===== src/ufc_pkg.sv =====
// constants, types and register map shared by the uart flow control design
// How it works
// - auto rts flow control runs only while enhanced_function bit 6 is set
// - host sets modem_control bit 1 to assert rts; auto control starts from there
// - rts low-to-high with interrupt_enable bit 6 sets interrupt_status bit 5
// - under auto rts, receive data interrupt fires at the receive trigger level
// - rts goes high only when receive fill reaches the upper hysteresis limit
// - rts returns low once reads drain the fifo to the lower limit
// - receiver keeps storing characters while rts is high until fifo is full
// - fixed tables use next higher and next lower levels as hysteresis limits
// - auto cts transmit gating runs only while enhanced_function bit 7 is set
// - cts going high with interrupt_enable bit 7 sets interrupt_status bit 5
// - on cts high the transmitter finishes the stop bit then waits for cts low
// - modem_control bit 4 selects internal loopback, other functions stay normal
// - in loopback the transmit shift output feeds the receive shift input
// - in loopback tx, rts and dtr pins are held and modem inputs ignored
// - auto rts and cts flow control are switched off during loopback
// - parallel mode uses three address lines; serial mode gives no register access
// - line_control bit 7 clear: address 0 holding registers, address 1 interrupt_enable
// - divisor latch open with zero divisor: addresses 0 and 1 read revision and id
// - line_control 0xBF: address 0 trigger/level, 1 feature_control, 2 enhanced_function
// - address 7: feature_control bit 6 picks scratch_pad or fifo level/mode select
// - line_control not 0xBF: address 2 reads interrupt_status, writes fifo_control
package ufc_pkg;
	// register addresses
	localparam logic [2:0] ADR_DATA = 3'h0;
	localparam logic [2:0] ADR_IER = 3'h1;
	localparam logic [2:0] ADR_ISR = 3'h2;
	localparam logic [2:0] ADR_LCR = 3'h3;
	localparam logic [2:0] ADR_MCR = 3'h4;
	localparam logic [2:0] ADR_LSR = 3'h5;
	localparam logic [2:0] ADR_MSR = 3'h6;
	localparam logic [2:0] ADR_SPR = 3'h7;
	localparam logic [7:0] LCR_ENH_KEY = 8'hBF;
	localparam logic [7:0] REG_RST = 8'h00;
	// field positions
	localparam int LCR_DIV_BIT = 7;
	localparam int EFR_CTS_BIT = 7;
	localparam int EFR_RTS_BIT = 6;
	localparam int EFR_ENH_BIT = 4;
	localparam int IER_CTS_BIT = 7;
	localparam int IER_RTS_BIT = 6;
	localparam int IER_RX_BIT = 0;
	localparam int IER_TX_BIT = 1;
	localparam int ISR_FLOW_BIT = 5;
	localparam int MCR_LOOP_BIT = 4;
	localparam int MCR_RTS_BIT = 1;
	localparam int MCR_DTR_BIT = 0;
	localparam int FEATURE_CONTROL_SEL_BIT = 6;
	localparam int FEATURE_CONTROL_PROG_BIT = 7;
	localparam int FCR_EN_BIT = 0;
	localparam int FCR_RXCLR_BIT = 1;
	localparam int FCR_TXCLR_BIT = 2;
	// bit timing in 16x ticks
	localparam logic [3:0] TICK_LAST = 4'hF;
	localparam logic [3:0] TICK_SAMPLE = 4'h7;
	localparam logic [3:0] STOP_IDX = 4'h9;
	// fifo and fixed trigger table
	localparam int FIFO_DEPTH = 8;
	localparam int RX_TRIG_TBL [4] = '{1, 2, 4, 6};
	// decoded register target
	typedef enum logic [3:0] {
		SEL_NONE, SEL_HOLD, SEL_DLL, SEL_DLM, SEL_IER, SEL_ISR, SEL_LCR, SEL_MCR,
		SEL_LSR, SEL_MSR, SEL_SPR, SEL_LVL, SEL_TRG, SEL_FEATURE_CONTROL, SEL_EFR
	} ufc_sel_e;
	typedef enum logic [1:0] {TX_IDLE = 2'b01, TX_SHIFT = 2'b10} ufc_tx_e;
	typedef enum logic [1:0] {RX_IDLE = 2'b01, RX_BUSY = 2'b10} ufc_rx_e;
	// host bus request
	typedef struct packed {
		logic [2:0] addr;
		logic [7:0] wdata;
		logic wr;
		logic rd;
	} ufc_bus_s;
endpackage


===== src/ufc_fifo.sv =====
// parameterised synchronous fifo with valid/ready on both sides
`timescale 1ns/1ps
module ufc_fifo #(
	parameter int W = 8,
	parameter int D = 8,
	localparam int AW = $clog2(D),
	localparam int CW = $clog2(D + 1)
) (
	// clock and reset
	input wire logic clk_i,
	input wire logic rst_b_i,
	input wire logic clr_i,
	// fill side
	input wire logic in_valid_i,
	output logic in_ready_o,
	input wire logic [W-1:0] in_data_i,
	// drain side
	output logic out_valid_o,
	input wire logic out_ready_i,
	output logic [W-1:0] out_data_o,
	output logic [CW-1:0] count_o
);
	logic [W-1:0] mem [D];
	logic [AW-1:0] wp;
	logic [AW-1:0] rp;
	logic push;
	logic pop;
	// handshake terms
	assign in_ready_o = count_o != CW'(D);
	assign out_valid_o = count_o != '0;
	assign push = in_valid_i && in_ready_o;
	assign pop = out_ready_i && out_valid_o;
	assign out_data_o = mem[rp];
	// pointers and fill count
	always_ff @(posedge clk_i or negedge rst_b_i) begin
		if (!rst_b_i) begin
			wp <= '0;
			rp <= '0;
			count_o <= '0;
		end else if (clr_i) begin
			wp <= '0;
			rp <= '0;
			count_o <= '0;
		end else begin
			if (push)
				wp <= AW'(wp + 1'b1);
			if (pop)
				rp <= AW'(rp + 1'b1);
			count_o <= CW'(count_o + CW'(push) - CW'(pop));
		end
	end
	// storage
	always_ff @(posedge clk_i) begin
		if (push)
			mem[wp] <= in_data_i;
	end
endmodule


===== src/ufc_uart_top.sv =====
// enhanced uart with auto rts/cts flow control, loopback and register decode
`timescale 1ns/1ps
module ufc_uart_top
	import ufc_pkg::*;
#(
	parameter int DEPTH = FIFO_DEPTH,
	parameter logic [7:0] REV_CODE = 8'h01, // arbitrary value
	parameter logic [7:0] ID_CODE = 8'h5A // arbitrary value
) (
	// clock and reset
	input wire logic sys_clk_i,
	input wire logic rst_b_i,
	// host register bus
	input wire logic serial_mode_i,
	input wire ufc_bus_s bus_i,
	output logic [7:0] rd_data_o,
	output logic irq_o,
	output logic txrdy_b_o,
	// serial and modem pins
	input wire logic rx_i,
	input wire logic cts_b_i,
	input wire logic dsr_b_i,
	input wire logic cd_b_i,
	input wire logic ri_b_i,
	output logic tx_o,
	output logic rts_b_o,
	output logic dtr_b_o
);
	localparam int LW = $clog2(DEPTH + 1);

	// register target for an address under the current line_control
	function automatic ufc_sel_e decode(input logic [2:0] a, input logic [7:0] l,
		input logic [7:0] f);
		logic enh;
		enh = l == LCR_ENH_KEY;
		case (a)
			ADR_DATA: decode = enh ? SEL_TRG : (l[LCR_DIV_BIT] ? SEL_DLL : SEL_HOLD);
			ADR_IER: decode = enh ? SEL_FEATURE_CONTROL : (l[LCR_DIV_BIT] ? SEL_DLM : SEL_IER);
			ADR_ISR: decode = enh ? SEL_EFR : SEL_ISR;
			ADR_LCR: decode = SEL_LCR;
			ADR_MCR: decode = enh ? SEL_NONE : SEL_MCR;
			ADR_LSR: decode = enh ? SEL_NONE : SEL_LSR;
			ADR_MSR: decode = enh ? SEL_NONE : SEL_MSR;
			ADR_SPR: decode = enh ? SEL_NONE : (f[FEATURE_CONTROL_SEL_BIT] ? SEL_LVL : SEL_SPR);
			default: decode = SEL_NONE;
		endcase
	endfunction

	logic [7:0] line_control;
	logic [7:0] modem_control;
	logic [7:0] interrupt_enable;
	logic [7:0] enhanced_function;
	logic [7:0] feature_control;
	logic [7:0] scratch_pad;
	logic [7:0] enhanced_mode_select;
	logic [7:0] fifo_trigger_level;
	logic [7:0] fifo_control;
	logic [7:0] baud_divisor_low;
	logic [7:0] baud_divisor_high;
	ufc_sel_e sel;
	logic wr_go;
	logic rd_go;
	logic loop;
	logic div_zero;
	logic [15:0] baud_cnt;
	logic tick;
	logic tick_hit;
	ufc_tx_e tx_st;
	logic [9:0] tx_shift_register;
	logic [3:0] tx_sub;
	logic [3:0] tx_bit;
	logic tx_line;
	logic tx_load;
	logic tx_iready;
	logic tx_ovalid;
	logic [7:0] tx_dout;
	logic [LW-1:0] tx_cnt;
	logic cts_block;
	ufc_rx_e rx_st;
	logic [7:0] rx_shift_register;
	logic [3:0] rx_sub;
	logic [3:0] rx_bit;
	logic rx_in;
	logic rx_push;
	logic rx_iready;
	logic rx_ovalid;
	logic [7:0] rx_dout;
	logic [LW-1:0] rx_cnt;
	logic rx_pop;
	logic overrun;
	int t_lvl;
	int u_lvl;
	int l_lvl;
	int h_lvl;
	logic [LW-1:0] trig;
	logic [LW-1:0] upper;
	logic [LW-1:0] lower;
	logic auto_rts;
	logic flow_off;
	logic rts_level_b;
	logic rts_prev;
	logic cts_prev;
	logic rts_event;
	logic cts_event;
	logic flow_flag;
	logic rx_trig_int;
	logic tx_empty_int;
	logic [7:0] isr_val;
	logic [7:0] lsr_val;
	logic [7:0] msr_val;
	logic [3:0] modem_in;
	logic [7:0] next_rd_data;

	// decode, no access at all in serial mode
	assign sel = decode(bus_i.addr, line_control, feature_control);
	assign wr_go = bus_i.wr && !serial_mode_i;
	assign rd_go = bus_i.rd && !serial_mode_i;
	assign loop = modem_control[MCR_LOOP_BIT];
	assign div_zero = baud_divisor_low == 8'h00 && baud_divisor_high == 8'h00;

	// host writes into control registers
	always_ff @(posedge sys_clk_i or negedge rst_b_i) begin
		if (!rst_b_i) begin
			line_control <= REG_RST;
			modem_control <= REG_RST;
			interrupt_enable <= REG_RST;
			enhanced_function <= REG_RST;
			feature_control <= REG_RST;
			scratch_pad <= REG_RST;
			enhanced_mode_select <= REG_RST;
			fifo_trigger_level <= REG_RST;
			fifo_control <= REG_RST;
			baud_divisor_low <= REG_RST;
			baud_divisor_high <= REG_RST;
		end else if (wr_go) begin
			case (sel)
				SEL_LCR: line_control <= bus_i.wdata;
				SEL_MCR: modem_control <= bus_i.wdata;
				// upper enables lock until enhanced bit 4 is set
				SEL_IER: interrupt_enable <= enhanced_function[EFR_ENH_BIT] ? bus_i.wdata :
					{interrupt_enable[7:4], bus_i.wdata[3:0]};
				SEL_ISR: fifo_control <= bus_i.wdata;
				SEL_SPR: scratch_pad <= bus_i.wdata;
				SEL_LVL: enhanced_mode_select <= bus_i.wdata;
				SEL_TRG: fifo_trigger_level <= bus_i.wdata;
				SEL_FEATURE_CONTROL: feature_control <= bus_i.wdata;
				SEL_EFR: enhanced_function <= bus_i.wdata;
				SEL_DLL: baud_divisor_low <= bus_i.wdata;
				SEL_DLM: baud_divisor_high <= bus_i.wdata;
				default: ;
			endcase
		end
	end

	// read mux
	always_comb begin
		next_rd_data = 8'h00;
		case (sel)
			SEL_HOLD: next_rd_data = rx_dout;
			SEL_DLL: next_rd_data = div_zero ? REV_CODE : baud_divisor_low;
			SEL_DLM: next_rd_data = div_zero ? ID_CODE : baud_divisor_high;
			SEL_IER: next_rd_data = interrupt_enable;
			SEL_ISR: next_rd_data = isr_val;
			SEL_LCR: next_rd_data = line_control;
			SEL_MCR: next_rd_data = modem_control;
			SEL_LSR: next_rd_data = lsr_val;
			SEL_MSR: next_rd_data = msr_val;
			SEL_SPR: next_rd_data = scratch_pad;
			SEL_LVL: next_rd_data = 8'(rx_cnt);
			SEL_TRG: next_rd_data = 8'(rx_cnt);
			SEL_FEATURE_CONTROL: next_rd_data = feature_control;
			SEL_EFR: next_rd_data = enhanced_function;
			default: next_rd_data = 8'h00;
		endcase
	end

	// read data register, held until the next read
	always_ff @(posedge sys_clk_i or negedge rst_b_i) begin
		if (!rst_b_i)
			rd_data_o <= 8'h00;
		else if (rd_go)
			rd_data_o <= next_rd_data;
	end

	// 16x baud tick from the divisor, stopped while divisor is zero
	assign tick_hit = !div_zero && baud_cnt == 16'({baud_divisor_high, baud_divisor_low} - 16'h0001);
	always_ff @(posedge sys_clk_i or negedge rst_b_i) begin
		if (!rst_b_i) begin
			baud_cnt <= 16'h0000;
			tick <= 1'b0;
		end else begin
			baud_cnt <= (tick_hit || div_zero) ? 16'h0000 : 16'(baud_cnt + 16'h0001);
			tick <= tick_hit;
		end
	end

	// transmit fifo fed by host writes to the holding register
	ufc_fifo #(.W(8), .D(DEPTH)) u_tx_fifo (
		.clk_i(sys_clk_i),
		.rst_b_i(rst_b_i),
		.clr_i(wr_go && sel == SEL_ISR && bus_i.wdata[FCR_TXCLR_BIT]),
		.in_valid_i(wr_go && sel == SEL_HOLD),
		.in_ready_o(tx_iready),
		.in_data_i(bus_i.wdata),
		.out_valid_o(tx_ovalid),
		.out_ready_i(tx_load),
		.out_data_o(tx_dout),
		.count_o(tx_cnt)
	);

	// new character only starts when cts does not block
	assign cts_block = enhanced_function[EFR_CTS_BIT] && cts_b_i && !loop;
	assign tx_load = tx_st == TX_IDLE && tx_ovalid && !cts_block;
	assign tx_line = tx_shift_register[0];

	// transmitter: start, 8 data, stop; always finishes the stop bit
	always_ff @(posedge sys_clk_i or negedge rst_b_i) begin
		if (!rst_b_i) begin
			tx_st <= TX_IDLE;
			tx_shift_register <= 10'h3FF;
			tx_sub <= 4'h0;
			tx_bit <= 4'h0;
		end else begin
			case (tx_st)
				TX_IDLE: begin
					if (tx_load) begin
						tx_shift_register <= {1'b1, tx_dout, 1'b0};
						tx_sub <= 4'h0;
						tx_bit <= 4'h0;
						tx_st <= TX_SHIFT;
					end
				end
				TX_SHIFT: begin
					if (tick) begin
						tx_sub <= 4'(tx_sub + 4'h1);
						if (tx_sub == TICK_LAST) begin
							tx_shift_register <= {1'b1, tx_shift_register[9:1]};
							if (tx_bit == STOP_IDX)
								tx_st <= TX_IDLE;
							else
								tx_bit <= 4'(tx_bit + 4'h1);
						end
					end
				end
				default: tx_st <= TX_IDLE;
			endcase
		end
	end

	// receive input, looped from the transmit shifter in loopback
	assign rx_in = loop ? tx_line : rx_i;

	// receiver: start validated mid-bit, data sampled mid-bit
	always_ff @(posedge sys_clk_i or negedge rst_b_i) begin
		if (!rst_b_i) begin
			rx_st <= RX_IDLE;
			rx_shift_register <= 8'h00;
			rx_sub <= 4'h0;
			rx_bit <= 4'h0;
		end else begin
			case (rx_st)
				RX_IDLE: begin
					if (tick && !rx_in) begin
						rx_st <= RX_BUSY;
						rx_sub <= 4'h1;
						rx_bit <= 4'h0;
					end
				end
				RX_BUSY: begin
					if (tick) begin
						rx_sub <= 4'(rx_sub + 4'h1);
						if (rx_sub == TICK_SAMPLE) begin
							if ((rx_bit == 4'h0 && rx_in) || rx_bit == STOP_IDX)
								rx_st <= RX_IDLE;
							else if (rx_bit != 4'h0)
								rx_shift_register <= {rx_in, rx_shift_register[7:1]};
						end
						if (rx_sub == TICK_LAST)
							rx_bit <= 4'(rx_bit + 4'h1);
					end
				end
				default: rx_st <= RX_IDLE;
			endcase
		end
	end

	// character complete with a good stop bit
	always_ff @(posedge sys_clk_i or negedge rst_b_i) begin
		if (!rst_b_i)
			rx_push <= 1'b0;
		else
			rx_push <= tick && rx_st == RX_BUSY && rx_sub == TICK_SAMPLE &&
				rx_bit == STOP_IDX && rx_in;
	end

	// receive fifo keeps filling regardless of rts, until full
	assign rx_pop = rd_go && sel == SEL_HOLD;
	ufc_fifo #(.W(8), .D(DEPTH)) u_rx_fifo (
		.clk_i(sys_clk_i),
		.rst_b_i(rst_b_i),
		.clr_i(wr_go && sel == SEL_ISR && bus_i.wdata[FCR_RXCLR_BIT]),
		.in_valid_i(rx_push),
		.in_ready_o(rx_iready),
		.in_data_i(rx_shift_register),
		.out_valid_o(rx_ovalid),
		.out_ready_i(rx_pop),
		.out_data_o(rx_dout),
		.count_o(rx_cnt)
	);

	// overrun when a character finds the fifo full, set wins over clear
	always_ff @(posedge sys_clk_i or negedge rst_b_i) begin
		if (!rst_b_i)
			overrun <= 1'b0;
		else
			overrun <= (rx_push && !rx_iready) || (overrun && !(rd_go && sel == SEL_LSR));
	end

	// trigger level and hysteresis limits
	always_comb begin
		t_lvl = 0;
		u_lvl = 0;
		l_lvl = 0;
		h_lvl = 0;
		if (feature_control[FEATURE_CONTROL_PROG_BIT]) begin
			t_lvl = int'(fifo_trigger_level);
			h_lvl = int'(enhanced_mode_select[5:4]);
			u_lvl = t_lvl + h_lvl;
			l_lvl = t_lvl - h_lvl;
		end else begin
			t_lvl = RX_TRIG_TBL[fifo_control[7:6]];
			u_lvl = (fifo_control[7:6] == 2'h3) ? DEPTH : RX_TRIG_TBL[int'(fifo_control[7:6]) + 1];
			l_lvl = (fifo_control[7:6] == 2'h0) ? 0 : RX_TRIG_TBL[int'(fifo_control[7:6]) - 1];
		end
		if (t_lvl > DEPTH)
			t_lvl = DEPTH;
		if (u_lvl > DEPTH)
			u_lvl = DEPTH;
		if (l_lvl < 0)
			l_lvl = 0;
		trig = LW'(t_lvl);
		upper = LW'(u_lvl);
		lower = LW'(l_lvl);
	end

	// auto rts band: off at upper limit, back on at lower limit
	assign auto_rts = enhanced_function[EFR_RTS_BIT] && !loop &&
		modem_control[MCR_RTS_BIT];
	always_ff @(posedge sys_clk_i or negedge rst_b_i) begin
		if (!rst_b_i)
			flow_off <= 1'b0;
		else if (!auto_rts)
			flow_off <= 1'b0;
		else if (!flow_off && rx_cnt >= upper)
			flow_off <= 1'b1;
		else if (flow_off && rx_cnt <= lower)
			flow_off <= 1'b0;
	end
	assign rts_level_b = !modem_control[MCR_RTS_BIT] || flow_off;

	// flow events and sticky status, set wins over the clearing read
	assign rts_event = rts_level_b && !rts_prev && interrupt_enable[IER_RTS_BIT];
	assign cts_event = cts_b_i && !cts_prev && interrupt_enable[IER_CTS_BIT] &&
		enhanced_function[EFR_CTS_BIT] && !loop;
	always_ff @(posedge sys_clk_i or negedge rst_b_i) begin
		if (!rst_b_i) begin
			rts_prev <= 1'b1;
			cts_prev <= 1'b1;
			flow_flag <= 1'b0;
		end else begin
			rts_prev <= rts_level_b;
			cts_prev <= cts_b_i;
			flow_flag <= rts_event || cts_event || (flow_flag && !(rd_go && sel == SEL_ISR));
		end
	end

	// interrupt sources and status values
	assign rx_trig_int = interrupt_enable[IER_RX_BIT] && rx_cnt >= trig && rx_ovalid;
	assign tx_empty_int = interrupt_enable[IER_TX_BIT] && !tx_ovalid;
	assign isr_val = {{2{fifo_control[FCR_EN_BIT]}}, flow_flag, 1'b0,
		rx_trig_int ? 4'h4 : (tx_empty_int ? 4'h2 : (flow_flag ? 4'h0 : 4'h1))};
	assign lsr_val = {1'b0, !tx_ovalid && tx_st == TX_IDLE, !tx_ovalid, 3'h0, overrun, rx_ovalid};
	// modem inputs ignored in loopback, fed from modem_control
	assign modem_in = loop ? {modem_control[3], modem_control[2], modem_control[MCR_DTR_BIT],
		modem_control[MCR_RTS_BIT]} : {!cd_b_i, !ri_b_i, !dsr_b_i, !cts_b_i};
	assign msr_val = {modem_in, 4'h0};

	// pin outputs; tx, rts and dtr held static in loopback, irq and txrdy keep updating
	always_ff @(posedge sys_clk_i or negedge rst_b_i) begin
		if (!rst_b_i) begin
			tx_o <= 1'b1;
			rts_b_o <= 1'b1;
			dtr_b_o <= 1'b1;
			irq_o <= 1'b0;
			txrdy_b_o <= 1'b0;
		end else begin
			tx_o <= loop ? 1'b1 : tx_line;
			rts_b_o <= loop ? rts_b_o : rts_level_b;
			dtr_b_o <= loop ? dtr_b_o : !modem_control[MCR_DTR_BIT];
			irq_o <= !isr_val[0];
			txrdy_b_o <= !tx_iready;
		end
	end
endmodule


===== config.mk =====
export PLATFORM = sky130hd
export DESIGN_NAME = ufc_uart_top
export DESIGN_NICKNAME = d
export VERILOG_FILES = /design/src/ufc_pkg.sv /design/src/ufc_fifo.sv /design/src/ufc_uart_top.sv
export SDC_FILE = /design/constraint.sdc
export NUM_CORES = 1
export LEC_CHECK = 0
export BUFFER_PORTS_ARGS = -buffer_cell sky130_fd_sc_hd__buf_2
export CAP_MARGIN = 20
export CORE_MARGIN = 4
export CORE_UTILIZATION = 40
export CTS_CLUSTER_DIAMETER = 80
export DETAILED_ROUTE_END_ITERATION = 8
export HOLD_SLACK_MARGIN = 0.08
export PLACE_DENSITY = 0.67
export SETUP_SLACK_MARGIN = 0.4
export SLEW_MARGIN = 20
export SYNTH_ARGS = -nofsm -noshare
export SYNTH_HDL_FRONTEND = slang
export SYNTH_HIERARCHICAL = 1
export SYNTH_SLANG_ARGS = --single-unit

===== constraint.sdc =====
create_clock -name sys_clk_i -period 5.02 [get_ports sys_clk_i]
set_input_delay 1.506 -clock sys_clk_i [delete_from_list [all_inputs] [get_ports sys_clk_i]]
set_output_delay 1.506 -clock sys_clk_i [all_outputs]
set_load 0.02 [all_outputs]

==> results.txt <==
* Total of max-cap violations: 0
- For the final routed database, the setup TNS stands at 0 ns.
- Routed Wire Length: 34000 um
- Of the synthesized area, sequential elements account for 55.4%.
- Subtracting the final worst setup slack from the clock period gives 3.67 ns.
- The worst setup path is launched from an input pin.
- Main synth FF type: dfrtp_1
* Critical Path RT: 5.17 ns
- Layout Cell Area excl Fill: 16400 sq um
- In this design, the stage delay of the slowest critical-path cell is 0.63 ns.
- Startpoint of the lowest-slack hold path: scratch_pad[1]
- During I/O placement, the number of pins put on the boundary was 34.
* Leakage power summed over all cells: 6.44 nW
- CTS built an H-tree with a depth of 2.
* Height of the chip: 199 um
- At the end of the flow, the number of nets in the layout was 1261.
- After clock tree synthesis, the flow added hold-fix buffers numbering 0.
- The first global-routing pass estimated 53300 um of wire.
* Worst hold slack: 0.479 ns
- Placed cells: 1615
- Clock tree from TritonCTS: built
* Post-route insts no fill: 1677
- Number of failing setup endpoints in the final timing report: 0
* Final weighted congestion of routability-driven global placement: 0.933
* Max-slew violation count: 0
* Syn nets: 1228
- Data on the critical path arrives at its endpoint at 3.83 ns.
* Count of port buffers added during placement: 33
- The detail route stage leaves a number of antenna-violating nets equal to 0.
- For this run, the top clock speed supported by timing is 272 MHz.
- Highest ir drop seen on vdd: 0.258 mV
- Number of cells produced by synthesis: 1157
* GRT Util Overall: 17.1%
* Std-Cell Rows: 69
* Met2 routed WL: 15700 um
- In the final routed layout, each cell accounts on average for 20.3 um.
- Setup repair after global routing missed its margin: false
- At the later pin of the worst-skew pair, clock insertion delay measures 0.53 ns.
* Initial drt markers: 813
* Clock tree root buffer cell: clkbuf_16
* Number of clock buffers inserted by TritonCTS: 34
* Die Outline Area: 39700 sq um
* Type of destination of the critical path: flip-flop
- Total length of routed met3 wires: 1730 um
- In this run the critical register-to-register path is launched from u_tx_fifo/count_o[2].
- Slowest stage cell on the critical path: nor2_1
* Post-synthesis average cell area: 12.7 sq um
- Once the floorplan was initialized, standard cells occupied 40.9% of the core.
- The signal on the critical path passes through buf_2 > or2_2 > nor4_1 > buf_4 > inv_1 > or3_1 > nor2_1.
* Relative slew margins: 33.9%
* Class of the most critical hold timing path: reg2reg
* Final hold vios: 0
* GR Overflow Total: 0
- Dividing the detail-routed via count by the number of cells gives 5.65.
- Count of vias placed by the detailed router: 9468
* Number of clock sinks: 298
- The number of antenna diodes in the final layout is 0.
- Pre-Repair DR Iteration Count: 5
- The setup path with the least slack is of type in2reg.
- Worst Slack Setup Final: 1.35 ns
- Area growth from synthesis to final layout: 12.2%
- In the finished design, the share of the clock period the worst path needs comes to 73.2%.
- Worst Setup SP: bus_i[10]
* Cell area after placement: 15200 sq um
- During synthesis, Yosys emitted a total of 6 warnings.
- EDFF count, synth: 128
* Actual slew at the worst max-slew pin: 0.983 ns
* Clock tree buffer depth: 3
- After synthesis the netlist holds a flip-flop and latch count of 298.
- Status: finished, final reports clean
- Top fanout value on the critical path: 17
* Count of buffers added by post-CTS timing repair for setup: 0
- Timing analysis after detailed placement gives a worst setup slack of 0.840 ns.
- Vias in the first global route: 9323
* Layout cell share with drive strength beyond 1: 19.1%
* Maximum number of pins on one net before global-route repair: 77
* Placeable Area: 35800 sq um
- Clock-pin slew of the registers on the worst-case setup and hold paths: 0.06 ns
- Post-Syn Area: 14600 sq um
- Highest metal layer with signal wires: met5
- Counting flops with an async set or reset pin after synthesis yields a share of 57.0%.
- Die extent in x: 199 um
* Number of antenna violations at the first check in global routing: 2
- In this run, distinct cell masters in the synthesized netlist total 75.
* DP Wirelength: 23000 um
- P per Cell Area: 413 nW/um^2
- Wire length on met1: 15800 um
- Final Skew: 0.0252 ns
* CTS resizes: 0
- # DRC: 0
## path summary, 6_finish.rpt
path                                         to  slack, ns  cells past startpoint
min in group asynchronous    feature_control[0]       1.04                      1
hold reg to reg                  scratch_pad[1]       0.48                      2
max in group asynchronous              tx_st[0]       2.94                      2
setup / recovery            u_tx_fifo/mem[4][6]       1.35                      7
hold / removal                   scratch_pad[1]       0.48                      2
setup reg to reg           u_tx_fifo/count_o[2]       1.58                     14
## per-layer routing
metal / global-route usage (%) / up-vias
li1: - / 4375
met1: 24.7 / 4802
met5: 0 / -
met4: 4.35 / 2
met3: 3.02 / 54
met2: 27.0 / 235
## cell usage in the layout (no fill, tap or decap), types with 15 or more instances in the layout
| master | Yosys | final |
|---|---|---|
| mux2_2 | 90 | 90 |
| buf_4 | 1 | 15 |
| mux4_1 | 32 | 32 |
| xnor2_1 | 23 | 23 |
| nand2_1 | 70 | 70 |
| dfstp_2 | 16 | 16 |
| inv_1 | 51 | 51 |
| ha_1 | 46 | 46 |
| buf_2 | 5 | 32 |
| nor3_1 | 28 | 27 |
| edfxtp_1 | 128 | 128 |
| nor2b_1 | 16 | 15 |
| dfrtp_1 | 154 | 154 |
| o21ai_0 | 73 | 73 |
| nand3_1 | 39 | 39 |
| a21oi_1 | 47 | 47 |
| nand2b_1 | 19 | 19 |
| xor2_1 | 23 | 23 |
| nor2_1 | 59 | 59 |
| clkbuf_16 | 0 | 34 |
## cells by family after synthesis
kind of cell             synth area share (%)
AO/OA/AOI/OAI                            8.49
multiplexers                             13.5
buffers and inverters                    3.35
AND/OR/NAND/NOR                          12.0
adder cells (fa/ha/maj)                  4.48
flip-flops                               55.4
XOR/XNOR                                 2.75
## flip-flops by register name, indices dropped and copies added (netlist names), 4 cells and up
register / flops
rd_data_o: 8
modem_control: 8
u_rx_fifo/mem: 64
u_tx_fifo/mem: 64
u_tx_fifo/count_o: 4
interrupt_enable: 8
tx_bit: 4
feature_control: 8
u_rx_fifo/count_o: 4
line_control: 8
tx_sub: 4
baud_divisor_high: 8
tx_shift_register: 9
baud_cnt: 16
scratch_pad: 8
rx_bit: 4
fifo_trigger_level: 8
rx_sub: 4
baud_divisor_low: 8
rx_shift_register: 8
enhanced_function: 8
## per-stage QoR
stage / utilization (%) / power, mW
6_report: 45.9 / 6.79
5_1_grt: 45.9 / 7.12
4_1_cts: 45.9 / 6.84
3_5_place_dp: 42.5 / 4.20
3_3_place_gp: 42.5 / 4.17
2_1_floorplan: - / 3.85
## cells in the mapped netlist (5+ instances only)
library cell / n / area (sq um)
dfrtp_1: 154 / 3850
edfxtp_1: 128 / 3840
mux2_2: 90 / 1010
o21ai_0: 73 / 365
nand2_1: 70 / 263
nor2_1: 59 / 221
inv_1: 51 / 191
a21oi_1: 47 / 235
ha_1: 46 / 576
nand3_1: 39 / 195
mux4_1: 32 / 841
clkbuf_1: 29 / 109
nor3_1: 28 / 140
xnor2_1: 23 / 201
xor2_1: 23 / 201
nand2b_1: 19 / 119
dfstp_2: 16 / 420
nor2b_1: 16 / 100
nand4_1: 14 / 87.6
mux2i_1: 13 / 130
or3_1: 13 / 81.3
a22oi_1: 12 / 90.1
nor3_2: 9 / 90.1
and3_1: 8 / 50.1
nand3b_1: 8 / 60.1
a32oi_1: 7 / 61.3
nor3b_1: 7 / 52.6
nor4_1: 7 / 43.8
and2_1: 6 / 37.5
buf_1: 6 / 22.5
a22o_1: 5 / 43.8
a31oi_1: 5 / 31.3
and4_1: 5 / 43.8
buf_2: 5 / 25.0
buf_6: 5 / 56.3
o21a_1: 5 / 37.5
o22ai_1: 5 / 31.3
## final cells by class
class | instances | area (sq um)
timing repair buffer | 48 | 284
fill | 3176 | 19400
sequential | 298 | 8120
tap | 461 | 577
multi-input combinational | 756 | 6050
clock inverter | 22 | 313
inverter | 52 | 195
clock buffer | 40 | 893
## worst max-delay path: cells and delay by family
kind | cells | cell delay (ns)
buffers and inverters | 3 | 0.50
and+or+nand+nor | 4 | 1.82
## where the power goes
part	total (mW)	switching [mW]	internal (mW)
logic	1.12	0.598	0.518
registers	3.05	0.310	2.74
clock network	2.62	1.01	1.60
(Power assumes the default switching activity.)
